==> config.mk <==
export PLATFORM = sky130hd
export DESIGN_NAME = i2c_master_with_fifos
export DESIGN_NICKNAME = d
export VERILOG_FILES = /design/src/verilog/i2c_pkg.sv /design/src/verilog/i2c_master_with_fifos.sv
export VERILOG_INCLUDE_DIRS = /design/src /design/src/verilog
export SDC_FILE = /design/constraint.sdc
export NUM_CORES = 1
export LEC_CHECK = 0
export ABC_CLOCK_PERIOD_IN_PS = 4100
export BUFFER_PORTS_ARGS = -buffer_cell sky130_fd_sc_hd__buf_4
export CAP_MARGIN = 20
export CORE_MARGIN = 2
export CORE_UTILIZATION = 50
export CTS_BUF_LIST = sky130_fd_sc_hd__clkbuf_16
export CTS_CLUSTER_DIAMETER = 60
export DETAILED_ROUTE_END_ITERATION = 10
export PLACE_DENSITY = 0.67
export SLEW_MARGIN = 25
export SYNTH_ARGS = -nofsm -noshare
export SYNTH_HDL_FRONTEND = slang
export SYNTH_SLANG_ARGS = --single-unit
export TNS_END_PERCENT = 50
==> constraint.sdc <==
create_clock -name clk -period 4.1 [get_ports clk]
set_clock_uncertainty 0.15 [all_clocks]
set_input_delay 0.205 -clock clk [delete_from_list [all_inputs] [get_ports clk]]
set_output_delay 0.205 -clock clk [all_outputs]
set_load 0.1 [all_outputs]
==> src/verilog/i2c_map.svh <==
// register offsets, field positions, reset values and bit timing
// for the two-wire master; included by the design file and the checker
`ifndef I2C_MAP_SVH
`define I2C_MAP_SVH

// ----------------------------------------
// register offsets on the special-function port
// ----------------------------------------
`define OFS_TX            8'h9A
`define OFS_RX            8'h9B
`define OFS_MODE          8'hE8
`define OFS_ADDR          8'hE9
`define OFS_STAT          8'hEA

// ----------------------------------------
// reset values and field positions
// ----------------------------------------
`define RST_BYTE          8'h00
`define MODE_EN_BIT       7
`define MODE_DIV_HI       6
`define MODE_DIV_LO       5
`define MODE_RCT_HI       4
`define STAT_NOACK_BIT    6
`define STAT_ACC_BIT      1
`define STAT_WRERR_BIT    0
`define LEVEL_EMPTY       2'h0
`define LEVEL_HALF        2'h2
`define LEVEL_FULL        2'h3

// ----------------------------------------
// fifo depth and bus clock division
// ----------------------------------------
`define FIFO_DEPTH        3'h4
`define SCL_DIV_BASE      16
`define QUARTER_CYC       (`SCL_DIV_BASE / 4)
`define ACK_BIT           4'h8

`endif

==> src/verilog/i2c_pkg.sv <==
// types shared by the two-wire master and its bench
// assumes the map header carries every number
package i2c_pkg;

   // ----------------------------------------
   // link sequencer states, one-hot
   // ----------------------------------------
   typedef enum logic [3:0] {
      ST_IDLE  = 4'h1,
      ST_START = 4'h2,
      ST_BIT   = 4'h4,
      ST_STOP  = 4'h8
   } link_state_e;

   // ----------------------------------------
   // kind of byte being shifted, one-hot
   // ----------------------------------------
   typedef enum logic [2:0] {
      KIND_ADDR = 3'h1,
      KIND_TX   = 3'h2,
      KIND_RX   = 3'h4
   } byte_kind_e;

   // one access on the special-function port
   typedef struct packed {
      logic       wr;
      logic       rd;
      logic [7:0] addr;
      logic [7:0] wdata;
   } sfr_req_s;

   // open-drain pin drive: oe high pulls the wire low
   typedef struct packed {
      logic out;
      logic oe;
   } pin_drive_s;

endpackage

==> src/verilog/i2c_master_with_fifos.sv <==
// two-wire bus master with four-byte receive and transmit fifos
// assumes a core-side special-function port on clk and open-drain
// pads that resolve scl/sda from the output enables
//
// Overview of operation
// - a write to the address register launches start and address phase.
// - address bits 7-1 are sent as the seven-bit target address.
// - address bit 0 picks read into receive fifo or write from transmit fifo.
// - a read stops after receive count plus one bytes, or on error.
// - status bit 7 shows link in use; transmit fifo drains meanwhile.
// - missing ack sets status bit 6 and halts; software writes zero to clear.
// - status bit 5 rises with receive data, clears when reads empty fifo.
// - status bit 4 rises when transmit fifo empties, cleared by a data write.
// - status bits 3-2 give active fifo level: 00 empty, 10 half, 11 full.
// - status bit 1 flags a write and read in the same cycle.
// - status bit 0 flags a data write into a full transmit fifo.
// - received bytes are acknowledged by hardware.
// - the last received byte gets a nack from hardware.
// - address rewrite mid-transfer ends with repeated start, not stop.
// - four-byte fifos each way; up to four bytes preloadable.
// - a write ends when the next byte is needed and fifo is empty.
// - a missing ack during a write ends the transfer and flushes the transmit fifo.
// - receive flag raised per byte or only when the fifo fills.
// - the link runs only while mode bit 7 is set.
// - bus clock is core clock over 16 times two to the divider field.
// - a select input hands the shared pins to this block or the other port.
`timescale 1ns/1ps
`include "i2c_map.svh"

module i2c_master_with_fifos (
   input  wire logic                 clk,              // core clock
   input  wire logic                 rst,              // async reset, high
   input  wire logic                 ce,               // clock enable, freezes all
   input  wire i2c_pkg::sfr_req_s    sfr_req,          // register access
   output logic [7:0]                sfr_rdata,        // read data, one cycle late
   input  wire logic                 pin_owner_select, // 1: pins belong to this block
   input  wire logic                 rx_irq_when_full, // 1: receive flag only on full
   input  wire logic                 scl_in,           // scl wire level
   input  wire logic                 sda_in,           // sda wire level
   output i2c_pkg::pin_drive_s       scl_drv,          // scl drive
   output i2c_pkg::pin_drive_s       sda_drv           // sda drive
);
   import i2c_pkg::*;
   // ----------------------------------------
   // register decode
   // ----------------------------------------
   function automatic logic hit(input logic [7:0] a, input logic [7:0] ofs);
      hit = (a == ofs);
   endfunction

   // two strobes at once is the collision case, so neither takes effect
   wire both      = sfr_req.wr & sfr_req.rd;
   wire wr_ok     = sfr_req.wr & ~both;
   wire rd_ok     = sfr_req.rd & ~both;
   wire wr_mode   = wr_ok & hit(sfr_req.addr, `OFS_MODE);
   wire wr_addr   = wr_ok & hit(sfr_req.addr, `OFS_ADDR);
   wire wr_stat   = wr_ok & hit(sfr_req.addr, `OFS_STAT);
   wire wr_tx     = wr_ok & hit(sfr_req.addr, `OFS_TX);
   wire rd_rx     = rd_ok & hit(sfr_req.addr, `OFS_RX);

   logic [7:0]  mode_reg;
   logic [7:0]  target_address_direction;
   wire         interface_enable   = mode_reg[`MODE_EN_BIT];
   wire  [1:0]  bus_clock_divider  = mode_reg[`MODE_DIV_HI:`MODE_DIV_LO];
   wire  [4:0]  receive_count      = mode_reg[`MODE_RCT_HI:0];
   wire         direction_select   = target_address_direction[0];
   always_ff @(posedge clk or posedge rst) begin
      if (rst) begin
         mode_reg                 <= `RST_BYTE;
         target_address_direction <= `RST_BYTE;
      end else if (ce) begin
         if (wr_mode)
            mode_reg <= sfr_req.wdata;
         if (wr_addr)
            target_address_direction <= sfr_req.wdata;
      end
   end

   // ----------------------------------------
   // pin synchronisers
   // ----------------------------------------
   logic [2:0] scl_sync, sda_sync;
   logic       scl_hi, sda_hi;

   // level changes only once stages two and three agree
   always_ff @(posedge clk or posedge rst) begin
      if (rst) begin
         scl_sync <= 3'h7;
         sda_sync <= 3'h7;
         scl_hi   <= 1'b1;
         sda_hi   <= 1'b1;
      end else if (ce) begin
         scl_sync <= {scl_sync[1:0], scl_in};
         sda_sync <= {sda_sync[1:0], sda_in};
         if (scl_sync[1] == scl_sync[2])
            scl_hi <= scl_sync[2];
         if (sda_sync[1] == sda_sync[2])
            sda_hi <= sda_sync[2];
      end
   end

   // ----------------------------------------
   // quarter-bit tick
   // ----------------------------------------
   // four ticks per scl period gives core/(16 * 2^div)
   logic [5:0] div_cnt;
   wire  [5:0] quarter_len = 6'(`QUARTER_CYC) << bus_clock_divider;
   wire        tick        = (div_cnt == quarter_len - 6'h1);

   always_ff @(posedge clk or posedge rst) begin
      if (rst)
         div_cnt <= 6'h0;
      else if (ce)
         div_cnt <= tick ? 6'h0 : div_cnt + 6'h1;
   end

   // ----------------------------------------
   // fifos
   // ----------------------------------------
   logic [7:0] tx_mem [0:3];
   logic [7:0] rx_mem [0:3];
   logic [1:0] tx_wp, tx_rp, rx_wp, rx_rp;
   logic [2:0] tx_cnt, rx_cnt;
   wire        tx_full  = (tx_cnt == `FIFO_DEPTH);
   wire        tx_empty = (tx_cnt == 3'h0);
   wire        rx_full  = (rx_cnt == `FIFO_DEPTH);
   wire        rx_empty = (rx_cnt == 3'h0);
   logic       tx_pop, tx_flush, rx_push;
   logic [7:0] shift;
   wire        tx_push  = wr_tx & ~tx_full;
   wire        rx_pop   = rd_rx & ~rx_empty;

   always_ff @(posedge clk) begin
      if (ce & tx_push)
         tx_mem[tx_wp] <= sfr_req.wdata;
      if (ce & rx_push)
         rx_mem[rx_wp] <= shift;
   end
   // flush drops the transmit backlog after an error
   always_ff @(posedge clk or posedge rst) begin
      if (rst) begin
         tx_wp  <= 2'h0;
         tx_rp  <= 2'h0;
         tx_cnt <= 3'h0;
      end else if (ce) begin
         if (tx_flush) begin
            tx_rp  <= tx_wp;
            tx_cnt <= 3'h0;
         end else begin
            tx_wp  <= tx_wp + 2'(tx_push);
            tx_rp  <= tx_rp + 2'(tx_pop);
            tx_cnt <= tx_cnt + 3'(tx_push) - 3'(tx_pop);
         end
      end
   end

   always_ff @(posedge clk or posedge rst) begin
      if (rst) begin
         rx_wp  <= 2'h0;
         rx_rp  <= 2'h0;
         rx_cnt <= 3'h0;
      end else if (ce) begin
         rx_wp  <= rx_wp + 2'(rx_push);
         rx_rp  <= rx_rp + 2'(rx_pop);
         rx_cnt <= rx_cnt + 3'(rx_push) - 3'(rx_pop);
      end
   end

   // ----------------------------------------
   // link sequencer
   // ----------------------------------------
   link_state_e state;
   byte_kind_e  kind;
   logic [1:0]  q;
   logic [3:0]  bitn;
   logic [4:0]  rx_left;
   logic        ack_bad, pending, scl_low, sda_low, noack_set;

   // scl rising phase waits for the wire, so a slave may stretch
   wire step     = tick & ~(q == 2'h2 & ~scl_low & ~scl_hi);
   wire in_bit   = (state == ST_BIT);
   wire ack_slot = (bitn == `ACK_BIT);
   wire byte_end = in_bit & step & (q == 2'h3) & ack_slot;
   wire nack     = (kind != KIND_RX) & ack_bad;
   wire last_rx  = (rx_left == 5'h0);
   wire want_tx  = (kind == KIND_TX) | (kind == KIND_ADDR & ~direction_select);
   wire finish   = nack | ((kind == KIND_RX) ? last_rx : (want_tx & tx_empty));

   assign tx_pop    = byte_end & ~finish & want_tx;
   assign tx_flush  = byte_end & nack & want_tx;
   assign rx_push   = in_bit & step & (q == 2'h0) & ack_slot &
                      (kind == KIND_RX) & ~rx_full;
   assign noack_set = byte_end & nack;
   // address writes queue a launch; mid-transfer they become a restart
   always_ff @(posedge clk or posedge rst) begin
      if (rst)
         pending <= 1'b0;
      else if (ce) begin
         if (~interface_enable)
            pending <= 1'b0;
         else if (wr_addr)
            pending <= 1'b1;
         else if (state == ST_START & step & q == 2'h0)
            pending <= 1'b0;
      end
   end

   always_ff @(posedge clk or posedge rst) begin
      if (rst) begin
         state   <= ST_IDLE;
         kind    <= KIND_ADDR;
         q       <= 2'h0;
         bitn    <= 4'h0;
         rx_left <= 5'h0;
         ack_bad <= 1'b0;
         shift   <= 8'h0;
         scl_low <= 1'b0;
         sda_low <= 1'b0;
      end else if (ce) begin
         if (~interface_enable) begin
            state   <= ST_IDLE;
            q       <= 2'h0;
            scl_low <= 1'b0;
            sda_low <= 1'b0;
         end else if (step) begin
            q <= q + 2'h1;
            case (state)
               ST_IDLE: begin
                  q <= 2'h0;
                  if (pending)
                     state <= ST_START;
               end
               ST_START: begin
                  case (q)
                     2'h0: begin
                        scl_low <= 1'b1;
                        sda_low <= 1'b0;
                     end
                     2'h1: scl_low <= 1'b0;
                     2'h2: sda_low <= 1'b1;
                     default: begin
                        scl_low <= 1'b1;
                        shift   <= target_address_direction;
                        kind    <= KIND_ADDR;
                        rx_left <= receive_count;
                        bitn    <= 4'h0;
                        state   <= ST_BIT;
                     end
                  endcase
               end
               ST_BIT: begin
                  case (q)
                     2'h0: begin
                        scl_low <= 1'b1;
                        if (~ack_slot)
                           sda_low <= (kind != KIND_RX) & ~shift[7];
                        else
                           sda_low <= (kind == KIND_RX) & ~last_rx;
                     end
                     2'h1: scl_low <= 1'b0;
                     2'h2: begin
                        if (~ack_slot)
                           shift <= {shift[6:0], sda_hi};
                        else
                           ack_bad <= sda_hi;
                     end
                     default: begin
                        scl_low <= 1'b1;
                        bitn    <= bitn + 4'h1;
                        if (ack_slot) begin
                           bitn <= 4'h0;
                           if (finish)
                              state <= pending ? ST_START : ST_STOP;
                           else if (want_tx) begin
                              kind  <= KIND_TX;
                              shift <= tx_mem[tx_rp];
                           end else begin
                              if (kind == KIND_RX)
                                 rx_left <= rx_left - 5'h1;
                              kind <= KIND_RX;
                           end
                        end
                     end
                  endcase
               end
               ST_STOP: begin
                  case (q)
                     2'h0: begin
                        scl_low <= 1'b1;
                        sda_low <= 1'b1;
                     end
                     2'h1: scl_low <= 1'b0;
                     2'h2: sda_low <= 1'b0;
                     default: state <= ST_IDLE;
                  endcase
               end
               default: state <= ST_IDLE;
            endcase
         end
      end
   end
   // pins go quiet while the other serial port owns them
   always_ff @(posedge clk or posedge rst) begin
      if (rst) begin
         scl_drv <= '0;
         sda_drv <= '0;
      end else if (ce) begin
         scl_drv <= '{out: 1'b0, oe: scl_low & pin_owner_select};
         sda_drv <= '{out: 1'b0, oe: sda_low & pin_owner_select};
      end
   end

   // ----------------------------------------
   // status flags
   // ----------------------------------------
   logic link_in_use, missing_ack_flag, receive_irq_flag;
   logic transmit_irq_flag, access_collision_error, transmit_overfill_error;

   // flags set by hardware win over a clear in the same cycle
   wire rx_set   = rx_push & (~rx_irq_when_full | rx_cnt == 3'h3);
   wire rx_clr   = rx_pop & rx_cnt == 3'h1;
   wire tx_set   = tx_pop & tx_cnt == 3'h1 & ~tx_push;
   wire [1:0] tx_level = tx_empty ? `LEVEL_EMPTY : (tx_full ? `LEVEL_FULL : `LEVEL_HALF);
   wire [1:0] rx_level = rx_empty ? `LEVEL_EMPTY : (rx_full ? `LEVEL_FULL : `LEVEL_HALF);
   wire [1:0] fifo_level = direction_select ? rx_level : tx_level;

   always_ff @(posedge clk or posedge rst) begin
      if (rst) begin
         link_in_use             <= 1'b0;
         missing_ack_flag        <= 1'b0;
         receive_irq_flag        <= 1'b0;
         transmit_irq_flag       <= 1'b0;
         access_collision_error  <= 1'b0;
         transmit_overfill_error <= 1'b0;
      end else if (ce) begin
         link_in_use <= (state != ST_IDLE) | pending;
         missing_ack_flag <= noack_set |
            (missing_ack_flag & ~(wr_stat & ~sfr_req.wdata[`STAT_NOACK_BIT]));
         receive_irq_flag <= rx_set | (receive_irq_flag & ~rx_clr);
         transmit_irq_flag <= tx_set | (transmit_irq_flag & ~wr_tx);
         access_collision_error <= both |
            (access_collision_error & ~(wr_stat & ~sfr_req.wdata[`STAT_ACC_BIT]));
         transmit_overfill_error <= (wr_tx & tx_full) |
            (transmit_overfill_error & ~(wr_stat & ~sfr_req.wdata[`STAT_WRERR_BIT]));
      end
   end
   wire [7:0] interrupt_status_flags = {link_in_use, missing_ack_flag,
      receive_irq_flag, transmit_irq_flag, fifo_level,
      access_collision_error, transmit_overfill_error};

   // ----------------------------------------
   // read data
   // ----------------------------------------
   // registered so the read port sees a clean byte; unmapped reads give zero
   wire [7:0] rd_sel = hit(sfr_req.addr, `OFS_MODE) ? mode_reg :
                       hit(sfr_req.addr, `OFS_ADDR) ? target_address_direction :
                       hit(sfr_req.addr, `OFS_STAT) ? interrupt_status_flags :
                       hit(sfr_req.addr, `OFS_RX)   ? rx_mem[rx_rp] : 8'h00;

   always_ff @(posedge clk or posedge rst) begin
      if (rst)
         sfr_rdata <= 8'h00;
      else if (ce & rd_ok)
         sfr_rdata <= rd_sel;
   end

endmodule

**Yosys cells after proc, flatten, opt, wreduce, memory -nomap -nowiden**

Memory sizes are Yosys's and may differ from the RTL's.
Cells that the tools add are included.

- Word-level logic and storage cells: 272
- Memories kept: 2
- Output and inout port bits: 12
- Input bits: 25
- Memory bits (writable): 64
- Bits in registers: 90

- Add/sub/neg operators: 13
- Shifts and indexed selects: 1
- Bitwise operators: 80
- Eq/ne operators: 52
- Reduce and logical (&&, ||, !) cells: 23
- Multiplexer cells: 69

Memories:

| name | words | bits a word | rd ports | clocked after memory_dff | wr ports | RTL line | source |
|---|---|---|---|---|---|---|---|
| rx_mem | 4 | 8 | 1 | 0 | 1 | i2c_master_with_fifos.sv:121 | `logic [7:0] rx_mem [0:3];` |
| tx_mem | 4 | 8 | 1 | 0 | 1 | i2c_master_with_fifos.sv:120 | `logic [7:0] tx_mem [0:3];` |

Operator list:

| kind | count |
|---|---|
| 8-bit two-way mux | 9 |
| 1-bit AND | 49 |
| 4-bit two-way mux | 12 |
| 8-bit == test, second input constant | 5 |
| 8-bit one-hot mux with 2 select lines | 2 |
| 5-bit two-way mux | 6 |
| 1-bit inverter | 22 |
| 3-bit inequality test, second input constant | 7 |
| 10-bit AND reduction | 2 |
| 3-bit two-way mux | 6 |
| 3-bit by 2-bit inequality test with 1-bit output, second input constant | 6 |
| 6-bit AND reduction | 3 |
| 1-bit two-way mux | 16 |
| 4-bit one-hot mux with 4 select lines | 1 |
| 8-bit AND reduction | 2 |
| 2-bit two-way mux | 7 |
| 2-bit AND reduction | 7 |
| 2-bit inequality test, second input constant | 5 |
| 1-bit one-hot mux with 2 select lines | 5 |
| 5-bit one-hot mux with 2 select lines | 1 |
| 3-bit by 1-bit == test with 1-bit output, second input constant | 3 |
| 3-bit == test, second input constant | 3 |
| 1-bit bitwise OR | 9 |
| 2-bit by 1-bit adder with 2-bit output | 4 |
| 33 further kinds | 46 |

**Depth between registers and ports, before layout**

Gate-level depths: netlist of run 1.

- Depth in word-level cells: 13
- Mapped depth: 15
- Mapped depth without buffers: 15

**Worst setup path after synthesis of run 1**

No wires, ideal clock.

- Kind: flip-flop to flip-flop
- Start point: reg rx_left[0]
- End point: reg tx_cnt[2]
- Library setup time: 0.082 ns
- Path slack: 1.075 ns
- Cell stages (with the launch flop): 16
- Period minus slack after synthesis: 3.025 ns
- Arrival time: 2.793 ns
- Path through: dfrtp_1 > inv_1 > ha_1 > or4b_4 > mux2i_1 > a21oi_1 > nand3_1 > nor2_1 > ha_1 > inv_1 > ha_1 > inv_1 > fa_1 > xnor2_1 > or2_2 > o22ai_1

- Cells in the longest elaborated chain, start to end: 8

Ends and longest elaborated chain:

| what | RTL line | source |
|---|---|---|
| from (decl) | i2c_master_with_fifos.sv:176 | `logic [4:0] rx_left;` |
| from (signal assigned) | i2c_master_with_fifos.sv:245 | `rx_left <= receive_count;` |
| from (signal assigned) | i2c_master_with_fifos.sv:279 | `rx_left <= rx_left - 5'h1;` |
| 5-bit zero test | i2c_master_with_fifos.sv:185 | `wire last_rx = (rx_left == 5'h0);` |
| 1-bit two-way mux | i2c_master_with_fifos.sv:187 | `wire finish = nack \| ((kind == KIND_RX) ? last_rx : (want_tx & tx_empty));` |
| 1-bit bitwise OR | i2c_master_with_fifos.sv:187 |  |
| 1-bit inverter | i2c_master_with_fifos.sv:189 | `assign tx_pop = byte_end & ~finish & want_tx;` |
| 1-bit AND (2 in series) | i2c_master_with_fifos.sv:189 |  |
| 3-bit by 1-bit subtractor with 3-bit output | i2c_master_with_fifos.sv:152 | `tx_cnt <= tx_cnt + 3'(tx_push) - 3'(tx_pop);` |
| 3-bit two-way mux | i2c_master_with_fifos.sv:146 | `if (tx_flush) begin` |
| to (signal assigned) | i2c_master_with_fifos.sv:152 |  |
| to (decl) | i2c_master_with_fifos.sv:123 | `logic [2:0] tx_cnt, rx_cnt;` |

Every way passes these cells.
A chain may end at the register's enable or synchronous reset.

**Final worst setup path of run 1**

- Start point: reg div_cnt[3]
- End point: reg rx_cnt[2]

- Cells in the longest elaborated chain, start to end: 9

Ends and longest elaborated chain:

| what | RTL line | source |
|---|---|---|
| from (decl) | i2c_master_with_fifos.sv:106 | `logic [5:0] div_cnt;` |
| from (signal assigned) | i2c_master_with_fifos.sv:114 | `div_cnt <= tick ? 6'h0 : div_cnt + 6'h1;` |
| 6-bit == test | i2c_master_with_fifos.sv:108 | `wire tick = (div_cnt == quarter_len - 6'h1);` |
| 1-bit AND | i2c_master_with_fifos.sv:180 | `wire step = tick & ~(q == 2'h2 & ~scl_low & ~scl_hi);` |
| 1-bit AND (4 in series) | i2c_master_with_fifos.sv:191 | `assign rx_push = in_bit & step & (q == 2'h0) & ack_slot &` |
| 1-bit AND | i2c_master_with_fifos.sv:192 | `(kind == KIND_RX) & ~rx_full;` |
| 3-bit by 1-bit adder with 3-bit output | i2c_master_with_fifos.sv:165 | `rx_cnt <= rx_cnt + 3'(rx_push) - 3'(rx_pop);` |
| 3-bit by 1-bit subtractor with 3-bit output | i2c_master_with_fifos.sv:165 |  |
| to (signal assigned) | i2c_master_with_fifos.sv:165 |  |
| to (decl) | i2c_master_with_fifos.sv:123 |  |

Every way passes these cells.

==> metrics, run 1 <==
status=finished, final reports clean; Tmin final=3509 ps; share of total power in the clock network=around two fifths; Clock Latency Late Sink=between 400 and 500 ps; Cell Area, Synth=slightly below 0.008 mm^2; Seq pwr share=48.7%; hpwl dp=~12000 um; RePlAce Congestion=between 0.9 and 1; Synth-to-Final Area Change=14.24%; multi-input logic area=0.003254 mm^2; final hold vios=0; layout cells sized above 1=22.39%; clk buf depth=2; largest net degree at the start of global routing=54; Die Width=128.3 um; Routed WL=about 18000 um; Synth cell types=between 70 and 80; IO Port Bufs=34; Max-cap violations=0; register area=~0.0042 mm^2; NetSw=0.9854 mW; Buffers & Inverters on Critical Path=2; Crit. End Element=flip-flop; Core Area=0.01515 mm^2; Gate Count Post-Synth=652; Crit Path Class=flip-flop to flip-flop; GRT Overall Usage=22.81%; Arrival @ worst endpoint=about 3700 ps; initial DRC count=493; CTS Root Cell=clkbuf_16; Yosys reg bits=154; die area=0.01645 mm^2; final setup violation count=0; clock sink count=154; Post-CTS Setup Bufs=0; EDFF count, synth=64; first-pass GRT wire length=28620 um; total congestion overflow=0; Avg Cell Area, Syn=around 12 um^2; Die Y=approximately 130 um; vias in the first global route=5327; Hold WC Path Type=input port to flip-flop; placed instance area=0.008120 mm^2; CP required=roughly 4300 ps; CP max stage cell=a2111oi_4; achievable clock frequency=0.2850 GHz; post-synthesis sequential area ratio=54.21%; 1st-pass router iterations=5; Design Area, Final=0.008822 mm^2; predominant post-synthesis flop cell=dfrtp_1; slowest cell delay on critical path=580 ps; Slew headroom=55.56%; Fill cells=1248; pwr dens=409.9 mW/mm^2; worst slew pin tran=approximately 670 ps; top cell family by delay on the critical path=adder cells; Synth Warn #=0; I/O Pins=37; NumNets Final=742; TritonCTS Buffers=17; Pins Over Slew Limit=0; Internal Power=2.631 mW; Worst Setup Start Kind=flip-flop; ant diodes=0; Gate power share=11.3%; largest registers=rx_mem x32, tx_mem x32; switch share=between 20 and 30%; DRC Markers=0; worst-path cell chain=nand2b_1 > a21oi_1 > a2111oi_4 > nand4_1 > nor3_1 > inv_1 > ha_1 > inv_1 > ha_1 > fa_1 > xnor2_1 > nand2_1 > xnor2_1; initial antenna violation count=0; CTS tree=yes; final worst path period share=85.59%; Reg clk slew, reported paths=60 ps; # H-tree levels=4; initial core utilization=50.99%; RSZ-0062 raised after global routing=no; DR WL/cell=~20 um; via density per instance=approximately 6; CP max FO=7; Rows=45; Setup TNS=0 ps; routed via count=between 5000 and 6000; Leak=about 3.5 nW; peak supply drop=0.2855 mV; Async SR Flop Fraction=between 50% and 60%; Antenna Nets Post-Route=0
[path summary, 6_finish.rpt]
kind                               from                 endpoint  slack [ps]  cells after the start
setup reg to reg             div_cnt[3]                rx_cnt[2]         590                     13
min in group asynchronous           rst                  bitn[3]         290                      3
max in group asynchronous           rst  transmit_overfill_error        2550                      4
hold / removal                       ce               div_cnt[4]          50                      4
hold reg to reg            sfr_rdata[1]             sfr_rdata[1]         330                      2
setup / recovery             div_cnt[3]                rx_cnt[2]         590                     13
[stage by stage]
step                hold WS, ps  power [mW]  std cells  util, %  setup slack, ps
CTS                       27.74       3.644        898    58.22            645.4
global route              90.67       3.767        898    58.25            418.3
floorplan                 153.9       2.063        653        -             1075
finish                    49.04       3.616        898    58.25            590.9
detailed placement        211.9       2.180        850    53.61            705.8
global placement          199.3       2.157        850    53.61            838.4
[layer usage]
layer  GRT usage (%)  vias to the layer above  wire length (um)  share of wire (%)
li1                -                     2493                 -                  -
met1           32.88                     2668              8336                 47
met2           35.79                      153              8258                 47
met3           3.756                       16               745                4.2
met4           6.917                        0               230                1.3
met5               0                        -                 0                  0
[what timing repair did]
action                                 CTS  global route
hold buffers                            16             0
gates resized for setup                  0             0
endpoints found under the hold margin   98             0
[layout make-up]
type,count,share of cell area [%]
Clock buffer,17,4.822
Clock inverter,15,1.262
Inverter,29,1.262
Multi-Input combinational cell,434,36.89
Sequential cell,154,47.45
Tap cell,188,2.666
Timing Repair Buffer,61,5.645
[synthesized netlist by cell type, drive strengths merged, types with 3 or more instances]
library cell / n / share of area (%)
nor3: 23 / 1.5
nand3: 26 / 1.7
nor4: 4 / 0.32
dfrtp: 80 / 26
nor2b: 8 / 0.65
nand2: 54 / 2.6
a2bb2oi: 5 / 0.57
buf: 16 / 1.2
o31ai: 8 / 0.78
or3b: 3 / 0.34
mux4: 16 / 4.7
nor4b: 4 / 0.73
a22o: 4 / 0.45
inv: 29 / 1.4
and3: 6 / 0.52
nor2: 38 / 1.8
or3: 3 / 0.24
and2b: 3 / 0.34
dfstp: 10 / 3.4
a211oi: 3 / 0.58
edfxtp: 64 / 25
nand4: 7 / 0.65
nor3b: 5 / 0.55
o21ai: 46 / 3.0
clkbuf: 20 / 1.1
xnor2: 8 / 0.91
mux2i: 17 / 2.2
ha: 18 / 2.9
mux2: 37 / 5.8
a21oi: 33 / 2.2
nand3b: 4 / 0.39
nand2b: 9 / 0.73
[power groups by stage]
stage	logic [mW]	registers (mW)	clock network, mW
global route	0.453	1.78	1.54
finish	0.408	1.76	1.45
detailed placement	0.391	1.79	0
global placement	0.373	1.78	0
floorplan	0.319	1.74	0
CTS	0.408	1.76	1.48
[kinds of logic (layout without fill, tap and decap cells)]
group           Yosys count  in the layout  synth area share (%)
xor+xnor                 10             10                 1.134
fa+ha+maj                20             20                 3.435
compound gates          125            125                 10.58
mux                      70             70                 12.65
flops                   154            154                 54.21
simple gates            207            207                 14.18
other cells               1              2               0.04856
buf+inv                  65            122                 3.759
[cells in the final DEF, fill, tap and decap left out, drive strengths merged, types with 4 or more instances in the layout]
| master | Yosys | layout |
|---|---|---|
| dfrtp | 80 | 80 |
| edfxtp | 64 | 64 |
| nand2 | 54 | 54 |
| o21ai | 46 | 46 |
| buf | 16 | 45 |
| nor2 | 38 | 38 |
| inv | 29 | 38 |
| mux2 | 37 | 37 |
| a21oi | 33 | 33 |
| nand3 | 26 | 26 |
| nor3 | 23 | 23 |
| ha | 18 | 18 |
| mux2i | 17 | 17 |
| clkbuf | 20 | 17 |
| mux4 | 16 | 16 |
| dlygate4sd3 | 0 | 16 |
| dfstp | 10 | 10 |
| nand2b | 9 | 9 |
| nor2b | 8 | 8 |
| xnor2 | 8 | 8 |
| o31ai | 8 | 8 |
| nand4 | 7 | 7 |
| and3 | 6 | 6 |
| a2bb2oi | 5 | 5 |
| nor3b | 5 | 5 |
| nand3b | 4 | 4 |
| nor4 | 4 | 4 |
| a22o | 4 | 4 |
| nor4b | 4 | 4 |
| clkinv | 0 | 4 |
[worst reg2reg max path: cells and delay by family, from the launching register on]
family | cells | cell delay (ps)
XOR/XNOR | 2 | 330
flip-flops | 1 | 450
adder cells (fa/ha/maj) | 3 | 870
buffers and inverters | 2 | 140
AO/OA/AOI/OAI | 2 | 690
AND/OR/NAND/NOR | 4 | 770
Note: power is estimated with default switching activity, not from simulation.
==> run 2: changes to the inputs <==
- CORE_UTILIZATION: 50 -> 45
- PLACE_DENSITY: 0.67 -> not set
==> run 2 against run 1 <==
Sequential cell count stayed put. Worst hold slack lost 17 ps. Final cell count increased by 3.5%. Die area increased by 11%. Sequential power hardly changed. Final area is 0.54% higher. Utilization down 5.1 points. Highest routed layer is now met5.
==> metrics, run 2 (same netlist as run 1, synthesis figures left out) <==
Arrival @ worst endpoint=3550 ps (was 3670 ps); hpwl dp=12770 um (was 12470 um); NumNets Final=741 (was 742); pwr dens=410.2 mW/mm^2 (was 409.9 mW/mm^2); Slew headroom=55.76% (was 55.56%); switch share=27.42% (was 27.25%); initial DRC count=354 (was 493); Worst Hold Depth=4 (unchanged); Fill cells=1441 (was 1248); Critical Path Start=mode_reg[6] (was div_cnt[3]); share of total power in the clock network=40.6% (was 40.1%); DRC Markers=0 (unchanged); Gate power share=11.1% (was 11.3%); Reg clk slew, reported paths=60 ps (about the same); DR WL/cell=19.14 um (was 19.57 um); reg2reg end=rx_cnt[2] (unchanged); IO Port Bufs=34 (unchanged); most frequent cells in the layout=80 x dfrtp_1, 64 x edfxtp_1, 54 x nand2_1 (unchanged); register area=0.004187 mm^2 (unchanged); multi-input logic area=0.003254 mm^2 (unchanged); Pins Over Slew Limit=0 (unchanged); final hold vios=0 (unchanged); Die Y=135 um (was 128.3 um); Hold WC Path Type=input port to flip-flop (unchanged); Antenna Nets Post-Route=0 (unchanged); initial antenna violation count=1 (was 0); Max-cap violations=0 (unchanged); ant diodes=0 (unchanged); Core Util, Final=53.11% (was 58.25%); routed via count=5324 (was 5330); 1st-pass router iterations=5 (unchanged); HP Start=sfr_req[16] (was ce); vias in the first global route=5195 (was 5327); I/O Pins=37 (unchanged); worst slew pin tran=663.5 ps (was 666.6 ps); Setup TNS=0 ps (unchanged); Crit Path Class=flip-flop to flip-flop (unchanged); WHS Endpoint=transmit_overfill_error (was div_cnt[4]); achievable clock frequency=0.2948 GHz (was 0.2850 GHz); total congestion overflow=0 (unchanged); Die Width=135 um (was 128.3 um); Synth-to-Final Area Change=14.86% (was 14.24%); worst-case hold slack=31.98 ps (was 49.04 ps); die area=0.01823 mm^2 (was 0.01645 mm^2); CTS tree=yes (unchanged); dpl ws=695.3 ps (was 705.8 ps); # H-tree levels=4 (unchanged); clock sink count=154 (unchanged); Internal Power=2.641 mW (was 2.631 mW); GRT Overall Usage=20.92% (was 22.81%); peak supply drop=0.3227 mV (was 0.2855 mV); largest registers=rx_mem x32, tx_mem x32 (unchanged); CP required=4250 ps (was 4260 ps); CTS Root Cell=clkbuf_16 (unchanged); Crit. End Element=flip-flop (unchanged); Critical R2R Launch=mode_reg[6] (was div_cnt[3]); initial core utilization=46.24% (was 50.99%); Routed WL=17780 um (was 17570 um); cells on worst reg2reg path=13 (unchanged); Worst Setup Start Kind=flip-flop (unchanged); Power, Total=3.639 mW (was 3.616 mW); Seq pwr share=48.4% (was 48.7%); Clock Latency Late Sink=430 ps (about the same); RePlAce Congestion=0.8704 (was 0.9204); worst setup margin=707.5 ps (was 590.9 ps); status=finished, final reports clean (unchanged); final worst path period share=82.74% (was 85.59%); largest net degree at the start of global routing=54 (unchanged); first-pass GRT wire length=28790 um (was 28620 um); commonest non-fill, non-tap cell in the layout=dfrtp_1 (unchanged); NetSw=0.9976 mW (was 0.9854 mW); via density per instance=5.731 (was 5.935); Rows=47 (was 45); Tmin final=3392 ps (was 3509 ps); layout cells sized above 1=22.57% (was 22.39%); final setup violation count=0 (unchanged); Leak=3.502 nW (was 3.508 nW); RSZ-0062 raised after global routing=no (unchanged); TritonCTS Buffers=17 (unchanged); setup slack, reg-to-reg=710 ps (was 590 ps); Core Area=0.01670 mm^2 (was 0.01515 mm^2); clk buf depth=2 (unchanged); CP max FO=9 (was 7)
[run 2: changes by cell type in the layout (fill, tap and decap cells not counted)]
cell,change
inv_8,+2
inv_4,-1
clkinvlp_4,+2
clkinv_1,-1
clkinv_2,-2
inv_6,-1
dlygate4sd3_1,-1
clkinv_4,+1
[run 2: repair_timing]
| action | 4_1_cts | 5_1_grt |
|---|---|---|
| gates resized for setup | 0 | 0 |
| hold endpoints to repair | 98 | 0 |
| setup buffers | 0 | 0 |
| hold buffers | 15 | 0 |
[run 2: layout make-up]
class	instances	area share, %
timing repair buffer	60	5.501
multi-input combinational	434	36.69
sequential	154	47.20
inverter	29	1.255
tap	220	3.103
clock buffer	17	4.796
clock inverter	15	1.453
[run 2: critical path, stage by stage (launching register included)]
cell and delay [ps]:
dfrtp_1 480, nor2_1 140, a21oi_1 70, a2111oi_4 550, nand4_1 200, nor3_1 320
inv_1 100, ha_1 300, inv_1 40, ha_1 180, fa_1 370, xnor2_1 150
nand2_1 80, xnor2_1 150
[run 2: worst max path at each step]
stage,cells after the start,end
5_1_grt,13,rx_cnt[2]
3_5_place_dp,13,rx_cnt[2]
2_1_floorplan,15,tx_cnt[2]
3_3_place_gp,13,rx_cnt[2]
6_report,13,rx_cnt[2]
4_1_cts,13,rx_cnt[2]
[run 2: layer usage]
layer,wire (um),global-route usage [%],vias to the layer above
li1,-,-,2484
met2,8138,31.84,139
met4,391,8.102,2
met1,8432,29.83,2671
met3,809,4.054,28
met5,11,0,-
[run 2: per-stage QoR]
| step | instance area [um^2] | instances |
|---|---|---|
| detailed placement | 8160 | 882 |
| CTS | 8865 | 929 |
| finish | 8870 | 929 |
| global placement | 8160 | 882 |
| floorplan | 7726 | 653 |
| global route | 8870 | 929 |
[run 2: power groups by stage]
stage               sequential (mW)  clock [mW]  combinational, mW
detailed placement             1.79           0              0.393
floorplan                      1.74           0              0.319
global placement               1.79           0              0.379
global route                   1.77        1.58              0.453
CTS                            1.76        1.50              0.405
finish                         1.76        1.48              0.402
==> run 3: changes to the inputs <==
- ABC_CLOCK_PERIOD_IN_PS: 4100 -> 2800
- clock period: 4.1 -> 2.8 ns (I/O delays scaled with it)
==> run 3 against run 2 <==
Critical endpoint unchanged. Via count rose by 5.1%. The flow now finishes with violations (setup timing). Non-clock buffer count rose by 70. Final area rose by 7.7%. Fmax rose by 7.1%. Register-to-register slack got worse by 1100 ps.
==> metrics, run 3 (same netlist as run 1, synthesis figures left out) <==
status=complete, but fails checks (was finished, final reports clean); failing checks=setup timing; Reg clk slew, reported paths=60 ps (about the same); Die Y=135 um (unchanged); via density per instance=5.604 (was 5.731); Synth-to-Final Area Change=23.75% (was 14.86%); slowest cell delay on critical path=440 ps (was 550 ps); Max-cap violations=0 (unchanged); Max Used Layer=met4 (was met5); final worst path period share=113.1% (was 82.74%); I/O Pins=37 (unchanged); Core Area=0.01670 mm^2 (unchanged); Arrival @ worst endpoint=3320 ps (was 3550 ps); CP max stage cell=dfrtp_2 (was a2111oi_4); hpwl dp=13300 um (was 12770 um); total congestion overflow=0 (unchanged); ant diodes=0 (unchanged); largest net degree at the start of global routing=57 (was 54); Setup TNS=-1015 ps (was 0 ps); wire length on met1=8584 um (was 8432 um); Tmin final=3167 ps (was 3392 ps); Rows=47 (unchanged); routed via count=5598 (was 5324); vias in the first global route=5607 (was 5195); final setup violation count=4 (was 0); initial antenna violation count=0 (was 1); die area=0.01823 mm^2 (unchanged); CP max FO=6 (was 9); 1st-pass router iterations=5 (unchanged); CTS Root Cell=clkbuf_16 (unchanged); RePlAce Congestion=0.9076 (was 0.8704); worst slew pin tran=591.2 ps (was 663.5 ps); Leak=3.892 nW (was 3.502 nW); final hold vios=0 (unchanged); Power, Total=5.584 mW (was 3.639 mW); worst setup margin=-367.2 ps (was 707.5 ps); initial core utilization=46.24% (unchanged); clock sink count=154 (unchanged); Fill cells=1416 (was 1441); DR WL/cell=18.52 um (was 19.14 um); NumNets Final=811 (was 741); multi-input logic area=0.003369 mm^2 (was 0.003254 mm^2); Antenna Nets Post-Route=0 (unchanged); Worst Setup Start Kind=flip-flop (unchanged); DRC Markers=0 (unchanged); initial DRC count=437 (was 354); metal3 WL=767 um (was 809 um); worst-path cell chain=buf_12 > nor2_4 > a21oi_4 > a2111oi_4 > nand4_1 > nor3_2 > inv_1 > ha_4 > inv_2 > ha_4 > fa_2 > xnor2_2 > nand2_1 > xnor2_1 (was nor2_1 > a21oi_1 > a2111oi_4 > nand4_1 > nor3_1 > inv_1 > ha_1 > inv_1 > ha_1 > fa_1 > xnor2_1 > nand2_1 > xnor2_1); CP most frequent cell=ha_4; Crit Path Class=flip-flop to flip-flop (unchanged); register area=0.004190 mm^2 (was 0.004187 mm^2); most frequent cells in the layout=110 x buf_4, 77 x dfrtp_1, 64 x edfxtp_1 (was 80 x dfrtp_1, 64 x edfxtp_1, 54 x nand2_1); Pins Over Slew Limit=0 (unchanged); TritonCTS Buffers=17 (unchanged); Crit. End Element=flip-flop (unchanged); clk buf depth=2 (unchanged); setup slack, reg-to-reg=-370 ps (was 710 ps); CTS tree=yes (unchanged); IO Port Bufs=34 (unchanged); Clock Latency Late Sink=420 ps (was 430 ps); CP required=2950 ps (was 4250 ps); Slew headroom=60.59% (was 55.76%); Die Width=135 um (unchanged); largest registers=rx_mem x32, tx_mem x32 (unchanged); pwr dens=584.3 mW/mm^2 (was 410.2 mW/mm^2); GRT Overall Usage=21.39% (was 20.92%); Core Util, Final=57.22% (was 53.11%); Hold WC Path Type=input port to flip-flop (unchanged); Routed WL=18500 um (was 17780 um); peak supply drop=0.4884 mV (was 0.3227 mV); # H-tree levels=4 (unchanged); achievable clock frequency=0.3157 GHz (was 0.2948 GHz); layout cells sized above 1=32.09% (was 22.57%); metal2 WL=8771 um (was 8138 um); commonest non-fill, non-tap cell in the layout=buf_4 (was dfrtp_1); RSZ-0062 raised after global routing=yes (was no); first-pass GRT wire length=29770 um (was 28790 um)
run 3: cell count changes in the layout (fill, tap and decap cells not counted), moves of 3 or more:
cell        previous run  this run
clkinvlp_4             4         1
dfrtp_1               80        77
inv_1                 28        25
inv_2                  0         3
dfrtp_2                0         3
buf_4                 45       110
run 3: worst max-delay path: cells and delay by family, from the launching register on:
kind	cells	cell delay, ps
simple gates	4	660
buf+inv	3	300
xor+xnor	2	280
compound gates	2	430
fa+ha+maj	3	790
flops	1	440
run 3: report_power, final:
group | leakage [nW] | internal [mW] | switching (mW)
combinational | 1.93 | 0.418 | 0.418
clock | 0.275 | 1.24 | 0.955
sequential | 1.68 | 2.45 | 0.105
total | 3.89 | 4.11 | 1.48
run 3: path summary, 6_finish.rpt:
path,cells after the start,from,to
worst max-delay path,14,mode_reg[6],rx_cnt[2]
worst min-delay path,6,sfr_req[12],transmit_overfill_error
worst max register to register,14,mode_reg[6],rx_cnt[2]
worst min register to register,2,sfr_rdata[0],sfr_rdata[0]
max in group asynchronous,4,rst,target_address_direction[0]
min in group asynchronous,3,rst,bitn[1]
run 3: layer usage:
layer  GRT usage, %  up-vias
li1               -     2631
met1          30.62     2817
met2          33.50      131
met3          3.529       19
met4          7.060        0
met5              0        -
run 3: final cells by class:
type | instances | share of cell area, %
timing repair buffer | 130 | 10.96
tap | 220 | 2.880
multi-input combinational | 434 | 35.26
clock buffer | 17 | 4.451
sequential | 154 | 43.85
inverter | 29 | 1.165
clock inverter | 15 | 1.440
run 3: timing repair:
item,in CTS,in global routing
pin swaps,8,10
gates resized for setup,11,18
gates cloned,0,0
buffers inserted,2,5
hold buffers,17,0
setup endpoints to repair,4,45
hold endpoints to repair,91,0
run 3: metrics by stage:
step                setup slack, ps  cell area, um^2  cells  hold slack [ps]
floorplan                    -167.0             7740    653            88.87
global placement             -254.6             8650    944            38.90
detailed placement           -340.4             8650    944            51.55
CTS                          -325.4             9449    995            121.3
global route                 -520.0             9557    999            161.3
finish                       -367.2             9557    999            131.7
